<file path="src/efh_pkg.sv">
// constants and state types shared by the elastic fifo host controller
package efh_pkg;
   // clock and timing
   localparam int CLK_MHZ = 125;
   localparam int MR_PULSE_NS = 100;
   localparam int STROBE_NS = 15;
   localparam int MR_CYC = (MR_PULSE_NS * CLK_MHZ + 999) / 1000;
   localparam int STROBE_CYC = (STROBE_NS * CLK_MHZ + 999) / 1000;
   localparam int SETTLE_CYC = 4;
   // widths, depths and reset values
   localparam int WORD_W = 4;
   localparam int DEV_DEPTH = 16;
   localparam int BUF_DEPTH = 32;
   localparam int CNT_W = 8;
   localparam int DCNT_W = 8;
   localparam logic [CNT_W-1:0] CNT_RST = 8'h00;
   localparam logic [DCNT_W-1:0] DCNT_RST = 8'h00;
   // writer and reader state machines
   typedef enum logic [2:0] {W_CLEAR, W_IDLE, W_SETUP, W_HIGH, W_LOW}
      efh_wr_state_t;
   typedef enum logic [1:0] {R_WAIT, R_IDLE, R_HIGH, R_LOW} efh_rd_state_t;
endpackage
</file>
<file path="src/efh_buf.sv">
// parameterised first-word-fall-through buffer with registered output
`timescale 1ns/1ns
module efh_buf
   import efh_pkg::*;
#(
   parameter int WIDTH = 4,
   parameter int DEPTH = 32
)
(
   // clock, reset, enable
   input wire logic sys_clk_i,
   input wire logic sys_rst_i,
   input wire logic ce_i,
   // filling side
   input wire logic in_valid_i,
   input wire logic [WIDTH-1:0] in_data_i,
   output logic in_ready_o,
   // draining side
   output logic out_valid_o,
   output logic [WIDTH-1:0] out_data_o,
   input wire logic out_ready_i
);
   localparam int AW = $clog2(DEPTH);
   localparam logic [AW:0] DEPTH_C = (AW+1)'(DEPTH);

   logic [WIDTH-1:0] mem [DEPTH];
   logic [AW-1:0] wr_ptr_reg, wr_ptr_next, rd_ptr_reg, rd_ptr_next;
   logic [AW:0] count_reg, count_next;
   logic in_ready_reg, in_ready_next;
   logic out_valid_reg, out_valid_next;
   logic [WIDTH-1:0] out_data_reg, out_data_next;
   logic push, load;

   // pointer, count and output stage next values
   always_comb
   begin
      push = in_valid_i && in_ready_reg;
      load = (count_reg != '0) && (!out_valid_reg || out_ready_i);
      wr_ptr_next = push ? wr_ptr_reg + 1'b1 : wr_ptr_reg;
      rd_ptr_next = load ? rd_ptr_reg + 1'b1 : rd_ptr_reg;
      count_next = count_reg + (AW+1)'(push) - (AW+1)'(load);
      in_ready_next = count_next < DEPTH_C;
      out_valid_next = out_valid_reg && !out_ready_i;
      out_data_next = out_data_reg;
      if (load)
      begin
         out_valid_next = 1'b1;
         out_data_next = mem[rd_ptr_reg];
      end
   end

   // registers; ready stalls the source once storage is full
   always_ff @(posedge sys_clk_i or posedge sys_rst_i)
   begin
      if (sys_rst_i)
      begin
         wr_ptr_reg <= '0;
         rd_ptr_reg <= '0;
         count_reg <= '0;
         in_ready_reg <= 1'b0;
         out_valid_reg <= 1'b0;
         out_data_reg <= '0;
      end
      else if (ce_i)
      begin
         wr_ptr_reg <= wr_ptr_next;
         rd_ptr_reg <= rd_ptr_next;
         count_reg <= count_next;
         in_ready_reg <= in_ready_next;
         out_valid_reg <= out_valid_next;
         out_data_reg <= out_data_next;
      end
   end

   // storage array, no reset needed
   always_ff @(posedge sys_clk_i)
   begin
      if (ce_i && push)
      begin
         mem[wr_ptr_reg] <= in_data_i;
      end
   end

   assign in_ready_o = in_ready_reg;
   assign out_valid_o = out_valid_reg;
   assign out_data_o = out_data_reg;
endmodule

</file>
<file path="src/efh_host.sv">
// host controller driving an elastic 16x4 fifo device through its pins
`timescale 1ns/1ns
module efh_host
   import efh_pkg::*;
#(
   parameter int WIDTH = WORD_W,
   parameter int DEV_WORDS = DEV_DEPTH,
   parameter int FIFO_DEPTH = BUF_DEPTH
)
(
   // clock, reset, enable
   input wire logic sys_clk_i,
   input wire logic sys_rst_i,
   input wire logic ce_i,
   // user write stream
   input wire logic wr_valid_i,
   input wire logic [WIDTH-1:0] wr_data_i,
   output logic wr_ready_o,
   // user read stream
   output logic rd_valid_o,
   output logic [WIDTH-1:0] rd_data_o,
   input wire logic rd_ready_i,
   // device writer pins
   output logic master_clear_o,
   output logic shift_in_o,
   output logic [WIDTH-1:0] write_word_o,
   input wire logic input_ready_i,
   // device reader pins
   output logic shift_out_o,
   output logic out_enable_n_o,
   input wire logic output_valid_flag_i,
   input wire logic [WIDTH-1:0] read_word_i
);
   localparam logic [CNT_W-1:0] MR_LAST = CNT_W'(MR_CYC - 1);
   localparam logic [CNT_W-1:0] STB_LAST = CNT_W'(STROBE_CYC - 1);
   localparam logic [CNT_W-1:0] SET_LAST = CNT_W'(SETTLE_CYC - 1);
   localparam logic [DCNT_W-1:0] DEV_MAX = DCNT_W'(DEV_WORDS);

   // pin synchronisers
   logic [WIDTH+1:0] pin_s1_reg, pin_s2_reg;
   logic dir_s, dor_s;
   logic [WIDTH-1:0] rdw_s;
   // buffer drain side
   logic buf_valid, buf_pop;
   logic [WIDTH-1:0] buf_data;
   // writer state
   efh_wr_state_t wst_reg, wst_next;
   logic [CNT_W-1:0] wcnt_reg, wcnt_next;
   logic mr_reg, mr_next, si_reg, si_next;
   logic [WIDTH-1:0] ww_reg, ww_next;
   logic wr_fire;
   // reader state
   efh_rd_state_t rst_reg, rst_next;
   logic [CNT_W-1:0] rcnt_reg, rcnt_next;
   logic so_reg, so_next, oe_n_reg, oe_n_next;
   logic rv_reg, rv_next;
   logic [WIDTH-1:0] rd_reg, rd_next;
   logic rd_fire;
   // words believed inside the device
   logic [DCNT_W-1:0] dcnt_reg, dcnt_next;

   // two flops before any logic sees a pin
   always_ff @(posedge sys_clk_i or posedge sys_rst_i)
   begin
      if (sys_rst_i)
      begin
         pin_s1_reg <= '0;
         pin_s2_reg <= '0;
      end
      else if (ce_i)
      begin
         pin_s1_reg <= {input_ready_i, output_valid_flag_i, read_word_i};
         pin_s2_reg <= pin_s1_reg;
      end
   end
   assign dir_s = pin_s2_reg[WIDTH+1];
   assign dor_s = pin_s2_reg[WIDTH];
   assign rdw_s = pin_s2_reg[WIDTH-1:0];

   // user words queue here until the device can take them
   efh_buf #(.WIDTH(WIDTH), .DEPTH(FIFO_DEPTH)) u_efh_buf (
      .sys_clk_i(sys_clk_i),
      .sys_rst_i(sys_rst_i),
      .ce_i(ce_i),
      .in_valid_i(wr_valid_i),
      .in_data_i(wr_data_i),
      .in_ready_o(wr_ready_o),
      .out_valid_o(buf_valid),
      .out_data_o(buf_data),
      .out_ready_i(buf_pop)
   );

   // writer: clear once, then present word, strobe, release, wait ready
   always_comb
   begin
      wst_next = wst_reg;
      wcnt_next = wcnt_reg;
      mr_next = mr_reg;
      si_next = si_reg;
      ww_next = ww_reg;
      buf_pop = 1'b0;
      wr_fire = 1'b0;
      case (wst_reg)
         W_CLEAR:
         begin
            mr_next = 1'b1;
            wcnt_next = wcnt_reg + 8'h01;
            if (wcnt_reg == MR_LAST)
            begin
               mr_next = 1'b0;
               wcnt_next = CNT_RST;
               wst_next = W_IDLE;
            end
         end
         W_IDLE:
         begin
            // burst-safe: count caps strobes at capacity
            if (buf_valid && dir_s && dcnt_reg < DEV_MAX)
            begin
               ww_next = buf_data;
               buf_pop = 1'b1;
               wst_next = W_SETUP;
            end
         end
         W_SETUP:
         begin
            si_next = 1'b1;
            wr_fire = 1'b1;
            wcnt_next = CNT_RST;
            wst_next = W_HIGH;
         end
         W_HIGH:
         begin
            wcnt_next = wcnt_reg + 8'h01;
            if (wcnt_reg == STB_LAST)
            begin
               si_next = 1'b0;
               wcnt_next = CNT_RST;
               wst_next = W_LOW;
            end
         end
         W_LOW:
         begin
            // let the ready flag ripple and resync before trusting it
            if (wcnt_reg != SET_LAST)
               wcnt_next = wcnt_reg + 8'h01;
            else if (dir_s)
            begin
               wcnt_next = CNT_RST;
               wst_next = W_IDLE;
            end
         end
         default:
         begin
            wst_next = W_CLEAR;
            wcnt_next = CNT_RST;
         end
      endcase
   end

   always_ff @(posedge sys_clk_i or posedge sys_rst_i)
   begin
      if (sys_rst_i)
      begin
         wst_reg <= W_CLEAR;
         wcnt_reg <= CNT_RST;
         mr_reg <= 1'b1;
         si_reg <= 1'b0;
         ww_reg <= '0;
      end
      else if (ce_i)
      begin
         wst_reg <= wst_next;
         wcnt_reg <= wcnt_next;
         mr_reg <= mr_next;
         si_reg <= si_next;
         ww_reg <= ww_next;
      end
   end

   // reader: idle low, rise to take a word, fall to advance the next
   always_comb
   begin
      rst_next = rst_reg;
      rcnt_next = rcnt_reg;
      so_next = so_reg;
      oe_n_next = oe_n_reg;
      rv_next = rv_reg && !rd_ready_i;
      rd_next = rd_reg;
      rd_fire = 1'b0;
      case (rst_reg)
         R_WAIT:
         begin
            if (wst_reg != W_CLEAR)
            begin
               oe_n_next = 1'b0;
               rst_next = R_IDLE;
            end
         end
         R_IDLE:
         begin
            if (dor_s && !rv_reg)
            begin
               rd_next = rdw_s;
               rv_next = 1'b1;
               so_next = 1'b1;
               rd_fire = 1'b1;
               rcnt_next = CNT_RST;
               rst_next = R_HIGH;
            end
         end
         R_HIGH:
         begin
            rcnt_next = rcnt_reg + 8'h01;
            if (rcnt_reg == STB_LAST)
            begin
               so_next = 1'b0;
               rcnt_next = CNT_RST;
               rst_next = R_LOW;
            end
         end
         R_LOW:
         begin
            // stale valid flag must clear the synchroniser first
            rcnt_next = rcnt_reg + 8'h01;
            if (rcnt_reg == SET_LAST)
            begin
               rcnt_next = CNT_RST;
               rst_next = R_IDLE;
            end
         end
         default:
         begin
            rst_next = R_WAIT;
            rcnt_next = CNT_RST;
         end
      endcase
   end

   always_ff @(posedge sys_clk_i or posedge sys_rst_i)
   begin
      if (sys_rst_i)
      begin
         rst_reg <= R_WAIT;
         rcnt_reg <= CNT_RST;
         so_reg <= 1'b0;
         oe_n_reg <= 1'b1;
         rv_reg <= 1'b0;
         rd_reg <= '0;
      end
      else if (ce_i)
      begin
         rst_reg <= rst_next;
         rcnt_reg <= rcnt_next;
         so_reg <= so_next;
         oe_n_reg <= oe_n_next;
         rv_reg <= rv_next;
         rd_reg <= rd_next;
      end
   end

   // occupancy of the device chain, cleared with the master clear
   always_comb
   begin
      dcnt_next = dcnt_reg + DCNT_W'(wr_fire) - DCNT_W'(rd_fire);
      if (wst_reg == W_CLEAR)
         dcnt_next = DCNT_RST;
   end

   always_ff @(posedge sys_clk_i or posedge sys_rst_i)
   begin
      if (sys_rst_i)
         dcnt_reg <= DCNT_RST;
      else if (ce_i)
         dcnt_reg <= dcnt_next;
   end

   // outputs straight from registers
   assign master_clear_o = mr_reg;
   assign shift_in_o = si_reg;
   assign write_word_o = ww_reg;
   assign shift_out_o = so_reg;
   assign out_enable_n_o = oe_n_reg;
   assign rd_valid_o = rv_reg;
   assign rd_data_o = rd_reg;

   // checks on the pin protocol
   a_clear_quiet: assert property (@(posedge sys_clk_i)
      disable iff (sys_rst_i) master_clear_o |-> !shift_in_o && !shift_out_o)
      else $error("strobe active during master clear");
   a_clear_length: assert property (@(posedge sys_clk_i)
      disable iff (sys_rst_i) $fell(master_clear_o) |->
         $past(master_clear_o, 8) && wst_reg == W_IDLE)
      else $error("master clear pulse too short");
   a_si_ready: assert property (@(posedge sys_clk_i)
      disable iff (sys_rst_i) $rose(shift_in_o) |-> $past(dir_s, 2))
      else $error("shift-in raised without input ready");
   a_si_width: assert property (@(posedge sys_clk_i)
      disable iff (sys_rst_i) $rose(shift_in_o) |->
         shift_in_o[*2] ##1 !shift_in_o[*4])
      else $error("shift-in pulse shape wrong");
   a_dev_capacity: assert property (@(posedge sys_clk_i)
      disable iff (sys_rst_i) $rose(shift_in_o) |-> dcnt_reg <= DEV_MAX)
      else $error("device capacity exceeded");
   a_so_valid: assert property (@(posedge sys_clk_i)
      disable iff (sys_rst_i) $rose(shift_out_o) |-> $past(dor_s))
      else $error("shift-out raised without output valid");
   a_so_lower: assert property (@(posedge sys_clk_i)
      disable iff (sys_rst_i) $rose(shift_out_o) |->
         shift_out_o[*2] ##1 !shift_out_o[*4])
      else $error("shift-out not lowered before next read");
   a_read_word: assert property (@(posedge sys_clk_i)
      disable iff (sys_rst_i) $rose(shift_out_o) |->
         rd_valid_o && rd_data_o == $past(rdw_s))
      else $error("read word not captured with shift-out");
endmodule

</file>
<file path="config.mk">
export PLATFORM = sky130hd
export DESIGN_NAME = efh_host
export DESIGN_NICKNAME = d
export VERILOG_FILES = /design/src/efh_pkg.sv /design/src/efh_buf.sv /design/src/efh_host.sv
export SDC_FILE = /design/constraint.sdc
export NUM_CORES = 1
export LEC_CHECK = 0
export BUFFER_PORTS_ARGS = -buffer_cell sky130_fd_sc_hd__buf_2
export CORE_UTILIZATION = 38
export DETAILED_ROUTE_END_ITERATION = 8
export PLACE_DENSITY = 0.66
export SLEW_MARGIN = 20
export SYNTH_ARGS = -nofsm -noshare
export SYNTH_HDL_FRONTEND = slang
export SYNTH_HIERARCHICAL = 1
export SYNTH_SLANG_ARGS = --single-unit
</file>
<file path="constraint.sdc">
create_clock -name sys_clk_i -period 2.8 [get_ports sys_clk_i]
set_input_delay 0.14 -clock sys_clk_i [delete_from_list [all_inputs] [get_ports sys_clk_i]]
set_output_delay 0.14 -clock sys_clk_i [all_outputs]
set_load 0.01 [all_outputs]
</file>
==> metrics.txt <==
status=finished clean; die height=approximately 160 um; CP endpoint kind=register; vias in the first global route=about 5.3k; Crit Path Class=reg2reg; Final Skew=approximately 21 ps; Sum Neg Setup Slack=0 ps; commonest non-fill, non-tap cell in the layout=edfxtp_1; antenna violations before repair=0; syn_area_per_cell=between 10 and 15 sq um; Rel. slew slack=40.02%; Reg2Reg Depth=12; Port Buffers=28; post-route setup slack=approximately 130 ps; Initial Util=a little under 40%; fmax=around 0.37 GHz; Filler cells=between 2k and 2.5k; CP Launch Type=register; die area=about 25,000 sq um; first-pass GRT wire length=roughly 28,000 um; drt total wl=17,280 um; HP Class=in2reg; most frequent cells in the layout=edfxtp_1, dfrtp_1, nor2_1, inv_1, nand2_1; # setup viols final=0; Largest Register=u_efh_buf/mem; post-synthesis cell count=about 670; Cell Rows=between 50 and 60; Critical Path Source=wst_reg[1]; dpl cells=about 1.0k; max FFs per register=roughly 130; HP Start=wr_data_i[3]; Core ar.=around 24,000 sq um; worst endpoint required time=between 3000 and 4000 ps; Psw=around 3.4 mW; pre-CTS setup slack=~48 ps; initial DRC count=between 300 and 400; Post-synth top flop=edfxtp_1; Netlist Area Pre-Place=~9300 sq um; post-DR vias/cell=between 5 and 6; DP HPWL=between 10,000 and 15,000 um; # Max-Cap Violations=0; Worst Hold Depth=1; clk slew on worst S/H paths=around 60 ps; CTS tree=built; Synth area leader=edfxtp_1; area grow syn2layout=17.01%; Total GRT Usage=about 14%; Non-Filler Instances=1,059; Yosys warnings=6; depth of the CTS H-tree=1; share of cells above drive strength 1=around a fifth; CTS sink cnt=roughly 200; Hold Violations, Final=0; FF-to-FF Start=wst_reg[1]; reg2reg setup slack=130 ps; drc violations=0; clk_lat worst skew=between 500 and 600 ps; ant diodes=0; Synth cell types=just under 60; GPL Wtd Cong=a little under 0.8; combinational power share=32.1%; CTS Buf Count=23; reg2reg end=u_efh_buf/count_reg[5]; Final ANT Viol Nets=0; period utilization=about 95%; Synth Net Count=between 700 and 800; Post-synth EDFFs=128; Internal=7.567 mW; area share of the largest cell type after synthesis=approximately two fifths; fin util=between 40% and 50%; Flop pwr share=between 30% and 40%; register area share after synthesis=between 60% and 70%; WL/cell=~16 um; largest net degree at the start of global routing=38; flops & latches, synth=approximately 200; number of top-level pins=29; Die Wd=about 160 um; vias=roughly 5.4k; Worst Setup EP=u_efh_buf/count_reg[5]; async set-reset flop share out of synthesis=37.25%; Static Leak=about 4.1 nW; Clock Tree Buf Depth=3; switch share=31.02%; Max IR drop VDD=between 500 and 600 uV; minimum clock period=between 2000 and 3000 ps; Synth area leaders=edfxtp_1, dfrtp_1, mux4_2, ha_1, mux2_2; Worst-Margin Slew=around 900 ps; final net count=just under 800; CP Max Fanout=4; clock root buffer master=clkbuf_16; clock share of power=roughly a third; gr ovfl total=0; Pwr Density=1009 nW/um^2; Final Max Slew Viols=0; Crit path arrival time=just over 3000 ps; Pre-antenna DRT Iters=5
power groups by stage:
stage          combinational [mW]  clock, mW  sequential, mW
3_3_place_gp                 3.40          0            3.97
3_5_place_dp                 3.45          0            3.98
6_report                     3.52       3.52            3.93
5_1_grt                      3.93       3.72            3.98
4_1_cts                      3.48       3.60            3.92
2_1_floorplan                2.67          0            3.90
area by class of cell:
| cell class | count | area [sq um] | area share (%) |
|---|---|---|---|
| flip-flops and latches | 204 | 5748 | 52.87 |
| multi-input cells | 402 | 3284 | 30.21 |
| clock buffers | 24 | 600.6 | 5.524 |
| well taps | 319 | 399.1 | 3.671 |
| repair buffers | 55 | 390.4 | 3.591 |
| clock inverters | 18 | 310.3 | 2.854 |
| inverters | 37 | 138.9 | 1.277 |
through the flow:
stage                     total power, mW  instance area [sq um]  hold slack, ps
after global routing                11.63                  10870           163.5
after CTS                           11.00                  10830           154.7
after floorplan                     6.570                   9291           129.2
final                               10.97                  10870           137.9
after global placement              7.372                   9831           247.4
after detailed placement            7.430                   9831           244.1
critical path, cell delays in order (launching register included):
cell	delay, ps
dfrtp_1	370
or3b_2	540
nor2_2	150
nor2b_1	70
nor2_1	110
ha_1	150
inv_1	60
ha_1	260
a21o_1	170
a21oi_1	280
o21ai_0	130
o41a_1	140
o211a_1	130
how the worst min path moves through the flow:
stage,to,slack (ps)
6_report,u_efh_buf/mem[23][3],140
5_1_grt,u_efh_buf/mem[23][3],160
4_1_cts,u_efh_buf/mem[16][3],150
3_5_place_dp,wcnt_reg[7],240
3_3_place_gp,wcnt_reg[7],250
2_1_floorplan,u_efh_buf/count_reg[0],130
synthesized netlist by cell type, types with 2 or more instances:
| library cell | instances |
|---|---|
| and2_1 | 3 |
| buf_4 | 4 |
| or3_1 | 2 |
| buf_2 | 8 |
| mux2i_1 | 23 |
| dfrtp_1 | 74 |
| a22o_1 | 13 |
| nor4_1 | 5 |
| a22oi_1 | 4 |
| a31oi_1 | 6 |
| nand2b_1 | 8 |
| and3_1 | 9 |
| mux4_2 | 25 |
| nand4_1 | 3 |
| ha_1 | 34 |
| or3b_2 | 2 |
| mux2_2 | 23 |
| buf_6 | 2 |
| mux2_4 | 2 |
| o41ai_1 | 2 |
| a21o_1 | 7 |
| o311ai_0 | 2 |
| nor2b_1 | 13 |
| nor2_1 | 59 |
| fa_1 | 2 |
| nand3b_1 | 7 |
| o211ai_1 | 4 |
| nand2_1 | 34 |
| xor2_1 | 6 |
| clkbuf_1 | 15 |
| dfstp_2 | 2 |
| nor3_1 | 9 |
| o21ai_0 | 21 |
| edfxtp_1 | 128 |
| nand3_1 | 15 |
| a21oi_1 | 15 |
| inv_1 | 37 |
| xnor2_1 | 12 |
| nor4bb_1 | 3 |
| o22ai_1 | 12 |
kinds of logic after synthesis:
kind of cell    Yosys count  share of synthesized area (%)
simple gates            180                          9.803
fa+ha+maj                36                          5.009
mux                      73                          11.65
compound gates           95                          6.841
flops                   204                          61.86
xor+xnor                 18                          1.697
buf+inv                  67                          3.138
per-layer routing:
| layer | up-vias | track usage [%] | routed length, um |
|---|---|---|---|
| met3 | 24 | 2.341 | 815 |
| met1 | 2701 | 19.73 | 8030 |
| met2 | 105 | 23.12 | 8110 |
| met5 | - | 0 | 0 |
| met4 | 0 | 3.617 | 323 |
| li1 | 2602 | - | - |
repair_timing:
item	CTS	global route
setup endpoints to repair	0	3
endpoints found under the hold margin	53	0
setup buffers	0	1
hold buffers	9	0
gates resized for setup	0	12
Note: power is estimated with default switching activity, not from simulation.
